## src/include/cie_pkg.sv

```systemverilog
// package of the card interface interrupt enable block
// assumes an apb slave with 32-bit data and byte addresses
package cie_pkg;

  localparam int CIE_ADDR_WIDTH = 8;
  localparam int CIE_DATA_WIDTH = 32;
  localparam int CIE_EVENT_COUNT = 11;
  localparam int CIE_GROUP_COUNT = 3;

  // register byte addresses
  localparam logic [7:0] CIE_OFS_EVENT_ENABLE_MASK = 8'h00;
  localparam logic [7:0] CIE_OFS_GROUP_AND_ERROR_ENABLE = 8'h04;
  localparam logic [7:0] CIE_OFS_REQUEST_STATUS = 8'h08;
  localparam logic [7:0] CIE_OFS_EVENT_FLAGS_FIRST = 8'h0C;
  localparam logic [7:0] CIE_OFS_EVENT_FLAGS_SECOND = 8'h10;
  localparam logic [7:0] CIE_OFS_CLEAR_FIRST = 8'h14;
  localparam logic [7:0] CIE_OFS_CLEAR_SECOND = 8'h18;

  // reset values
  localparam logic [7:0] CIE_RST_EVENT_ENABLE_MASK = 8'h00;
  localparam logic [7:0] CIE_RST_GROUP_AND_ERROR_ENABLE = 8'h00;
  localparam logic [31:0] CIE_RST_READ_DATA = 32'h0000_0000;

  // writable bits of the second enable register, bits 4 and 3 reserved
  localparam logic [7:0] CIE_GROUP_AND_ERROR_WRITABLE = 8'hE7;

  // bit positions in event_enable_mask and event_flags_first
  localparam int CIE_BIT_FIFO_EMPTY = 7;
  localparam int CIE_BIT_FIFO_FULL = 6;
  localparam int CIE_BIT_DATA_RESPONSE = 5;
  localparam int CIE_BIT_TRANSFER_END = 4;
  localparam int CIE_BIT_RESPONSE_END = 3;
  localparam int CIE_BIT_CMD_SENT = 2;
  localparam int CIE_BIT_BUSY_END = 1;
  localparam int CIE_BIT_MULTIBLOCK_END = 0;

  // bit positions in group_and_error_enable and event_flags_second
  localparam int CIE_BIT_GROUP2_SOURCE = 7;
  localparam int CIE_BIT_GROUP1_SOURCE = 6;
  localparam int CIE_BIT_GROUP0_SOURCE = 5;
  localparam int CIE_BIT_CRC_ERROR = 2;
  localparam int CIE_BIT_DATA_TIMEOUT = 1;
  localparam int CIE_BIT_CMD_TIMEOUT = 0;
  localparam int CIE_ERROR_WIDTH = 3;

  // bit 0 of the request status register
  localparam int CIE_BIT_REQUEST_SUMMARY = 0;

  // flag vector: bits 7..0 first flags, bits 10..8 error flags
  localparam int CIE_VEC_ERROR_BASE = 8;
  localparam logic [10:0] CIE_GROUP0_MEMBERS = 11'h0C0;
  localparam logic [10:0] CIE_GROUP1_MEMBERS = 11'h03F;
  localparam logic [10:0] CIE_GROUP2_MEMBERS = 11'h700;

  typedef struct packed {
    logic [7:0] event_enable_mask;
    logic [7:0] group_and_error_enable;
    logic [31:0] read_data;
    logic slave_error;
    logic [2:0] group_irq;
    logic request_summary;
  } cie_top_state_type;

  typedef struct packed {
    logic [10:0] flags;
  } cie_latch_state_type;

endpackage

```

## src/logic/cie_event_latch.sv

```systemverilog
// sticky event flags, set by event inputs, cleared by write-one pulses
// assumes clear pulses last one cycle and come from the register bus
`timescale 1ns/1ns
module cie_event_latch
  import cie_pkg::*;
#(
  parameter int WIDTH = CIE_EVENT_COUNT
) (
  input wire logic clk,
  input wire logic rst,
  input wire logic [WIDTH-1:0] set_event,
  input wire logic [WIDTH-1:0] clear_flag,
  output logic [WIDTH-1:0] flags
);

  cie_latch_state_type state;
  cie_latch_state_type next_state;

  always_comb begin
    next_state = state;
    // set beats clear in the same cycle
    next_state.flags = (state.flags & ~clear_flag[WIDTH-1:0]) | set_event[WIDTH-1:0];
  end

  always_ff @(posedge clk) begin
    if (rst) begin
      state <= '0;
    end else begin
      state <= next_state;
    end
  end

  assign flags = state.flags;

endmodule

```

## src/logic/cie_top.sv

```systemverilog
// apb register block for the card interface interrupt enables and flags
// assumes one clock, synchronous reset, event inputs synchronous to clk
//
// Summary of operation
// - fifo empty into group 0 when enabled
// - fifo full into group 0 when enabled
// - data response into group 1, spi only
// - transfer end into group 1 when enabled
// - response end into group 1 when enabled
// - command sent into group 1 when enabled
// - busy end into group 1 when enabled
// - multiblock end into group 1 when enabled
// - bit 7 gates the group 2 line
// - bit 6 gates the group 1 line
// - bit 5 gates the group 0 line
// - bits 4 and 3 read zero, ignore writes
// - crc error into group 2 when enabled
// - data timeout into group 2 when enabled
// - command timeout into group 2 when enabled
// - summary bit is or of enabled flags
`timescale 1ns/1ns
module cie_top
  import cie_pkg::*;
(
  input wire logic clk,
  input wire logic rst,
  input wire logic psel,
  input wire logic penable,
  input wire logic pwrite,
  input wire logic [CIE_ADDR_WIDTH-1:0] paddr,
  input wire logic [CIE_DATA_WIDTH-1:0] pwdata,
  output logic [CIE_DATA_WIDTH-1:0] prdata,
  output logic pready,
  output logic pslverr,
  input wire logic spi_mode,
  input wire logic fifo_empty_event,
  input wire logic fifo_full_event,
  input wire logic data_response_event,
  input wire logic transfer_end_event,
  input wire logic response_end_event,
  input wire logic cmd_sent_event,
  input wire logic busy_end_event,
  input wire logic multiblock_end_event,
  input wire logic crc_error_event,
  input wire logic data_timeout_event,
  input wire logic cmd_timeout_event,
  output logic group0_cpu_irq,
  output logic group1_cpu_irq,
  output logic group2_cpu_irq,
  output logic irq_request
);

  cie_top_state_type state;
  cie_top_state_type next_state;

  logic setup_phase;
  logic access_phase;
  logic write_access;
  logic addr_mapped;
  logic [CIE_EVENT_COUNT-1:0] raw_event;
  logic [CIE_EVENT_COUNT-1:0] clear_flag;
  logic [CIE_EVENT_COUNT-1:0] flags;
  logic [CIE_EVENT_COUNT-1:0] enable_vec;
  logic [CIE_EVENT_COUNT-1:0] mode_gate;
  logic [CIE_EVENT_COUNT-1:0] pending;
  logic [CIE_GROUP_COUNT-1:0] source_enable;
  logic [CIE_GROUP_COUNT-1:0] group_pending;
  logic [CIE_ERROR_WIDTH-1:0] error_flags;
  logic [7:0] second_enable_read;

  // apb phases, zero wait states
  assign setup_phase = psel & ~penable;
  assign access_phase = psel & penable;
  assign write_access = access_phase & pwrite & ~state.slave_error;

  always_comb begin
    case (paddr)
      CIE_OFS_EVENT_ENABLE_MASK: addr_mapped = 1'b1;
      CIE_OFS_GROUP_AND_ERROR_ENABLE: addr_mapped = 1'b1;
      CIE_OFS_REQUEST_STATUS: addr_mapped = 1'b1;
      CIE_OFS_EVENT_FLAGS_FIRST: addr_mapped = 1'b1;
      CIE_OFS_EVENT_FLAGS_SECOND: addr_mapped = 1'b1;
      CIE_OFS_CLEAR_FIRST: addr_mapped = 1'b1;
      CIE_OFS_CLEAR_SECOND: addr_mapped = 1'b1;
      default: addr_mapped = 1'b0;
    endcase
  end

  // event inputs in flag vector order
  always_comb begin
    raw_event = '0;
    raw_event[CIE_BIT_FIFO_EMPTY] = fifo_empty_event;
    raw_event[CIE_BIT_FIFO_FULL] = fifo_full_event;
    raw_event[CIE_BIT_DATA_RESPONSE] = data_response_event;
    raw_event[CIE_BIT_TRANSFER_END] = transfer_end_event;
    raw_event[CIE_BIT_RESPONSE_END] = response_end_event;
    raw_event[CIE_BIT_CMD_SENT] = cmd_sent_event;
    raw_event[CIE_BIT_BUSY_END] = busy_end_event;
    raw_event[CIE_BIT_MULTIBLOCK_END] = multiblock_end_event;
    raw_event[CIE_VEC_ERROR_BASE + CIE_BIT_CRC_ERROR] = crc_error_event;
    raw_event[CIE_VEC_ERROR_BASE + CIE_BIT_DATA_TIMEOUT] = data_timeout_event;
    raw_event[CIE_VEC_ERROR_BASE + CIE_BIT_CMD_TIMEOUT] = cmd_timeout_event;
  end

  // write-one-to-clear pulses
  always_comb begin
    clear_flag = '0;
    if (write_access && paddr == CIE_OFS_CLEAR_FIRST) begin
      clear_flag[CIE_VEC_ERROR_BASE-1:0] = pwdata[CIE_VEC_ERROR_BASE-1:0];
    end
    if (write_access && paddr == CIE_OFS_CLEAR_SECOND) begin
      clear_flag[CIE_EVENT_COUNT-1:CIE_VEC_ERROR_BASE] = pwdata[CIE_ERROR_WIDTH-1:0];
    end
  end

  cie_event_latch #(
    .WIDTH(CIE_EVENT_COUNT)
  ) u_event_latch (
    .clk(clk),
    .rst(rst),
    .set_event(raw_event),
    .clear_flag(clear_flag),
    .flags(flags)
  );

  assign error_flags = flags[CIE_EVENT_COUNT-1:CIE_VEC_ERROR_BASE];

  // per-event enable bits and mode gating
  assign enable_vec = {state.group_and_error_enable[CIE_ERROR_WIDTH-1:0], state.event_enable_mask};

  always_comb begin
    mode_gate = '1;
    mode_gate[CIE_BIT_DATA_RESPONSE] = spi_mode;
  end

  // each flag passes only with its own enable bit
  genvar gi;
  generate
    for (gi = 0; gi < CIE_EVENT_COUNT; gi = gi + 1) begin : g_pending
      assign pending[gi] = flags[gi] & enable_vec[gi] & mode_gate[gi];
    end
  endgenerate

  // group source enables
  assign source_enable[0] = state.group_and_error_enable[CIE_BIT_GROUP0_SOURCE];
  assign source_enable[1] = state.group_and_error_enable[CIE_BIT_GROUP1_SOURCE];
  assign source_enable[2] = state.group_and_error_enable[CIE_BIT_GROUP2_SOURCE];

  assign group_pending[0] = |(pending & CIE_GROUP0_MEMBERS);
  assign group_pending[1] = |(pending & CIE_GROUP1_MEMBERS);
  assign group_pending[2] = |(pending & CIE_GROUP2_MEMBERS);

  // reserved bits always read as zero
  assign second_enable_read = state.group_and_error_enable & CIE_GROUP_AND_ERROR_WRITABLE;

  always_comb begin
    next_state = state;
    // registered lines, two cycles after the event input or the enable write
    next_state.group_irq = group_pending & source_enable;
    next_state.request_summary = |pending;
    if (setup_phase) begin
      next_state.slave_error = ~addr_mapped;
      next_state.read_data = CIE_RST_READ_DATA;
      if (!pwrite) begin
        case (paddr)
          CIE_OFS_EVENT_ENABLE_MASK: begin
            next_state.read_data[7:0] = state.event_enable_mask;
          end
          CIE_OFS_GROUP_AND_ERROR_ENABLE: begin
            next_state.read_data[7:0] = second_enable_read;
          end
          CIE_OFS_REQUEST_STATUS: begin
            next_state.read_data[CIE_BIT_REQUEST_SUMMARY] = |pending;
          end
          CIE_OFS_EVENT_FLAGS_FIRST: begin
            next_state.read_data[CIE_VEC_ERROR_BASE-1:0] = flags[CIE_VEC_ERROR_BASE-1:0];
          end
          CIE_OFS_EVENT_FLAGS_SECOND: begin
            next_state.read_data[CIE_ERROR_WIDTH-1:0] = error_flags;
          end
          default: begin
            next_state.read_data = CIE_RST_READ_DATA;
          end
        endcase
      end
    end
    if (write_access) begin
      case (paddr)
        CIE_OFS_EVENT_ENABLE_MASK: begin
          next_state.event_enable_mask = pwdata[7:0];
        end
        CIE_OFS_GROUP_AND_ERROR_ENABLE: begin
          next_state.group_and_error_enable = pwdata[7:0] & CIE_GROUP_AND_ERROR_WRITABLE;
        end
        default: begin
          next_state.event_enable_mask = state.event_enable_mask;
        end
      endcase
    end
  end

  always_ff @(posedge clk) begin
    if (rst) begin
      state.event_enable_mask <= CIE_RST_EVENT_ENABLE_MASK;
      state.group_and_error_enable <= CIE_RST_GROUP_AND_ERROR_ENABLE;
      state.read_data <= CIE_RST_READ_DATA;
      state.slave_error <= 1'b0;
      state.group_irq <= '0;
      state.request_summary <= 1'b0;
    end else begin
      state <= next_state;
    end
  end

  assign pready = access_phase;
  assign pslverr = access_phase & state.slave_error;
  assign prdata = state.read_data;
  assign group0_cpu_irq = state.group_irq[0];
  assign group1_cpu_irq = state.group_irq[1];
  assign group2_cpu_irq = state.group_irq[2];
  assign irq_request = state.request_summary;

endmodule

```

## config.mk

```make
export PLATFORM = sky130hd
export DESIGN_NAME = cie_top
export DESIGN_NICKNAME = d
export VERILOG_FILES = /design/src/include/cie_pkg.sv /design/src/logic/cie_event_latch.sv /design/src/logic/cie_top.sv
export SDC_FILE = /design/constraint.sdc
export NUM_CORES = 1
export LEC_CHECK = 0
export BUFFER_PORTS_ARGS = -buffer_cell sky130_fd_sc_hd__buf_4
export CORE_ASPECT_RATIO = 1.75
export CORE_MARGIN = 2
export CORE_UTILIZATION = 33
export DETAILED_ROUTE_END_ITERATION = 6
export HOLD_SLACK_MARGIN = 0.1
export SLEW_MARGIN = 40
export SYNTH_ARGS = -nofsm -noshare
export SYNTH_HDL_FRONTEND = slang
export SYNTH_SLANG_ARGS = --single-unit
```

## constraint.sdc

```tcl
create_clock -name clk -period 2.38 [get_ports clk]
set_clock_uncertainty 0.05 [all_clocks]
set_input_delay 0.238 -clock clk [delete_from_list [all_inputs] [get_ports clk]]
set_output_delay 0.238 -clock clk [all_outputs]
set_load 0.005 [all_outputs]
```

==> results of run 1 <==
[worst max-delay path, cell delays in order]
cell      delay, ps
buf_4           110
or4_4           570
nor2_1          140
and4_1          440
a311oi_1        150
[flip-flops by register name (all words and copies together) (netlist names)]
register             cells
enable_vec              11
u_event_latch.flags     11
prdata                   8
second_enable_read       3
group0_cpu_irq           1
group1_cpu_irq           1
group2_cpu_irq           1
irq_request              1
state                    1
[routing by layer]
layer	track usage, %	share of wire (%)
met1	15.6	39
met2	22.8	51
met3	2.97	5.7
met4	7.45	3.6
met5	0	0
[through the flow]
step | instance area [sq um] | cells | util (%) | hold slack (ps) | total power, uW
6_report | 2280 | 324 | 40.9 | 108 | 1230
5_1_grt | 2280 | 324 | 40.9 | 108 | 1280
4_1_cts | 2280 | 324 | 40.9 | 102 | 1240
3_5_place_dp | 2200 | 318 | 39.4 | 394 | 811
3_3_place_gp | 2200 | 318 | 39.4 | 388 | 808
2_1_floorplan | 2010 | 232 | - | 297 | 769
[report_power, final]
part	switching (uW)	leakage (uW)	internal, uW
sequential	12.3	0.000310	650
clock	208	0.0000431	223
combinational	68.8	0.000626	63.6
[cell type report]
cell class,count,area (sq um),area share [%]
clock buffers,6,82.6,3.62
repair buffers,49,368,16.1
multi-input cells,144,935,41.0
inverters,11,41.3,1.81
flip-flops and latches,38,761,33.3
well taps,76,95.1,4.17
[cells by family (layout without fill, tap and decap cells)]
group	count (synthesis)	in the layout	synth area share, %
flip-flops	38	38	39.6
multiplexers	23	23	12.2
AND/OR/NAND/NOR	64	64	18.5
other	1	24	0.195
AO/OA/AOI/OAI	33	33	13.3
buffers and inverters	50	66	16.2
[Yosys cell counts (2+ instances only)]
| cell | number |
|---|---|
| dfxtp_1 | 38 |
| buf_4 | 32 |
| nor2_1 | 32 |
| mux2i_1 | 20 |
| a311oi_1 | 12 |
| inv_1 | 11 |
| a22oi_1 | 7 |
| nand2_1 | 7 |
| o21ai_0 | 6 |
| clkbuf_1 | 4 |
| mux2_2 | 3 |
| nand3_1 | 3 |
| nor2b_1 | 3 |
| nor3b_1 | 3 |
| o22ai_1 | 3 |
| a222oi_1 | 2 |
| a32o_1 | 2 |
| and2_1 | 2 |
| and3b_1 | 2 |
| and4_1 | 2 |
| buf_2 | 2 |
| nand4b_1 | 2 |
| nor4_4 | 2 |
[placed cells by master, fill, tap and decap left out, drive strengths merged, types with 3 or more instances in the layout]
master,netlist,final
conb,1,24
inv,11,11
nor3b,3,3
dfxtp,38,38
clkbuf,4,6
o22ai,3,3
mux2i,20,20
nor2b,3,3
buf,35,49
o21ai,6,6
nor2,32,32
a311oi,12,12
mux2,3,3
nand3,3,3
nand2,7,7
a22oi,7,7
[worst paths after layout]
path	from	depth (start not counted)	end	slack [ps]
setup / recovery	paddr[1]	5	u_event_latch.flags[4]	820
hold / removal	pwdata[3]	2	u_event_latch.flags[3]	110
setup reg to reg	state[4]	5	enable_vec[2]	830
hold reg to reg	prdata[7]	2	prdata[7]	410
==> qor.txt, run 1 <==
Worst EP required: 2480 ps
Fin crit period: 1560 ps
Die area: 6470 sq um
Worst Max-Slew Pin Slew: 550 ps
Starting Density: 34.4%
# fillers: 606
PnR worst setup slack: 817 ps
First-iteration detailed-routing DRC count: 39
Post_cts resized: 0
Vias: 1543
Slew HR: 63.2%
RSZ-0062 raised after global routing: no
Critical path type: in2reg
Vias per cell: 4.76
Synth async-reset ratio: 0%
Netlist cell types: 32
Sequential area share after synthesis: 39.6%
Routed Wire Length: 4240 um
Core area: 5590 sq um
Top FF cell, synth: dfxtp_1
Vias in the first global route: 1403
Buffers on Ports: 46
Hold_buf cts: 0
Share of layout cells above drive strength 1: 25.4%
Pwr per Cell Area: 537 nW/um^2
Antenna viol nets, final: 0
Worst Setup Start Kind: primary input
Root buf cell: clkbuf_8
Number of top-level pins: 95
Num CTS Buffers: 5
Final Cycle Share: 65.7%
H-tree depth: 2
CTS max path bufs: 2
Worst-path fanout max: 8
EDFF count, synth: 0
Final hold vios: 0
# setup viols final: 0
Row cnt: 36
CTS sink cnt: 38
Total GRT Usage: 13.8%
Nets@finish: 306
Peak supply drop: 0.000182 V
Slew Viols, Final: 0
Antenna violations before repair: 0
Hold crit path type: in2reg
Synth top area share: 39.6%
Outcome: complete, no violations
Post-DP HPWL: 3310 um
Per-cell routed wire length: 13.1 um
Chip width: 61.7 um
Congestion Overflow GR: 0
Mapped cell area: 1920 sq um
Synth Warn #: 0
TritonCTS clock tree: done
Setup Buffers After CTS: 0
Critical path capture point type: flip-flop
Placement Setup Slack: 508 ps
Worst Path Arrival: 1660 ps
Skew-Pair Late Insertion Delay: 280 ps
TritonRoute pass-1 iters: 4
Clock Pin Slew Worst Setup and Hold Paths: 70 ps
Sum Neg Setup Slack: 0 ps
Max-cap violations: 0
ANT cells: 0
DIE HEIGHT: 105 um
Leakage: 0.000979 uW
Post-Syn Instances: 209
Final weighted congestion in routability-driven placement: 0.790
Cell taking the most area after synthesis: dfxtp_1
Synth Register Bits: 38
Peak Freq: 0.640 GHz
Largest net degree at the start of global routing: 33
Synth Area per Inst: 9.18 sq um
Area growth, synth to finish: 18.9%
First-pass GRT wire length: 6650 um
Top cells by area, synth: dfxtp_1 40%, buf_4 13%, mux2i_1 10%
DR DRC count: 0
Power figures use the tool's default switching activity.
==> inputs of run 2 (changes only) <==
Clock period 2.38 ns to 1.3 ns, I/O delays scaled along.
==> qor.txt, run 2 (synthesis gave the netlist of run 1 again) <==
Pwr per Cell Area: 901 nW/um^2
Placed cells: 347
Critical path type: in2reg
Final weighted congestion in routability-driven placement: 0.763
Area growth, synth to finish: 47.8%
DIE HEIGHT: 105 um
Max-cap violations: 0
PnR worst setup slack: -158 ps
HP Start: rst
Critical path capture point type: flip-flop
DR DRC count: 0
Row cnt: 36
CTS sink cnt: 38
Most common cell after layout, fill and taps aside: buf_4
Post-DP HPWL: 3560 um
Crit path largest cell delay: 580 ps
Fin crit period: 1460 ps
Crit path max-delay cell type: or4_4
Most frequent cells in the layout: 76 x buf_4, 35 x dfxtp_1, 30 x nor2_1
Outcome: finished, violations left
First-iteration detailed-routing DRC count: 39
Total GRT Usage: 14.6%
Chip width: 61.7 um
Die area: 6470 sq um
Vias in the first global route: 1537
CTS max path bufs: 2
Root buf cell: clkbuf_8
Hold crit path type: in2reg
Number of top-level pins: 95
TritonRoute pass-1 iters: 5
Share of layout cells above drive strength 1: 37.1%
Skew-Pair Late Insertion Delay: 290 ps
Per-cell routed wire length: 12.6 um
Final hold vios: 0
Routed Wire Length: 4750 um
Peak supply drop: 0.000579 V
Layout Cells excl Fill: 378
Crit-path cells: buf_6, or4_4, nor4_4, buf_4, mux2i_1, nor2_1
TritonCTS clock tree: done
Starting Density: 34.4%
Vias: 1744
# setup viols final: 28
Leakage: 0.00126 uW
Worst Path Arrival: 1580 ps
Peak Freq: 0.686 GHz
Crit path from: paddr[7]
Worst Setup Start Kind: primary input
Worst-path fanout max: 3
Worst path top cell family by delay: simple AND/OR/NAND/NOR gates
ANT cells: 0
Antenna violations before repair: 0
Final Cycle Share: 112%
Congestion Overflow GR: 0
Buffers on Ports: 46
Overall power: 2560 uW
RSZ-0062 raised after global routing: yes
Fin Hold WS: 167 ps
Clock Pin Slew Worst Setup and Hold Paths: 80 ps
Vias per cell: 4.61
WP buf/inv: 2
# fillers: 559
Reg-to-Reg Start: state[4]
Failing checks: negative setup slack
Core area: 5590 sq um
First-pass GRT wire length: 7020 um
Largest net degree at the start of global routing: 30
Slew Viols, Final: 0
Nets@finish: 358
Worst EP required: 1420 ps
Antenna viol nets, final: 0
H-tree depth: 2
Num CTS Buffers: 5
==> run 2: changes by cell type in the layout (fill, tap and decap cells not counted), moves of 3 or more <==
cell           before  now
buf_4              49   76
dlygate4sd3_1       0   20
dfxtp_2             0    3
o21ai_2             0    5
dfxtp_1            38   35
o21ai_0             6    0
buf_6               0    5
==> run 2: worst register-to-register path: stages, from the launching register on <==
cell and delay [ps]:
dfxtp_2 320, nand4b_1 160, buf_4 170, nor4_4 180, buf_4 190, mux2i_1 190, nor2_1 70
==> run 2: repair_timing <==
item / 4_1_cts / 5_1_grt
setup buffers: 3 / 1
gates cloned: 0 / 0
hold endpoints to repair: 25 / 1
pin swaps: 10 / 12
endpoints found under the setup margin: 33 / 34
resized for setup: 9 / 21
hold buffers: 19 / 1
==> run 2: through the flow <==
| stage | instance area, sq um | worst slack, ps | utilization, % | setup TNS, ps |
|---|---|---|---|---|
| 2_1_floorplan | 2010 | -422 | - | -9370 |
| 3_3_place_gp | 2430 | -437 | 43.5 | -12100 |
| 3_5_place_dp | 2430 | -452 | 43.5 | -12170 |
| 4_1_cts | 2780 | -160 | 49.7 | -2040 |
| 5_1_grt | 2840 | -255 | 50.8 | -4240 |
| 6_report | 2840 | -158 | 50.8 | -2570 |
==> run 2: report_power, final <==
part	leakage, uW	switching [uW]	total [uW]	internal (uW)
clock	0.0000579	425	990	565
sequential	0.000311	17.3	1210	1190
combinational	0.000890	158	359	201
total	0.00126	601	2560	1960
==> run 2: layout make-up <==
cell class | count | area [sq um] | area share (%)
multi-input cells | 144 | 1000 | 35.2
repair buffers | 101 | 827 | 29.2
flip-flops and latches | 38 | 764 | 27.0
well taps | 76 | 95.1 | 3.35
clock buffers | 5 | 68.8 | 2.43
inverters | 11 | 41.3 | 1.46
clock inverters | 3 | 40.0 | 1.41
==> run 2: worst paths after layout <==
kind,cells after the start,slack [ps],to
max,6,-160,enable_vec[9]
max reg2reg,6,-150,enable_vec[9]
min reg2reg,2,400,prdata[7]
min,4,170,prdata[3]
==> run 2: routing by layer <==
metal	routed length, um	share of wire (%)	up-vias	GRT usage, %
met1	1840	39	808	15.4
met5	0	0	-	0
met3	245	5.2	5	2.60
met4	74	1.6	0	5.93
met2	2590	54	63	26.7
li1	-	-	868	-
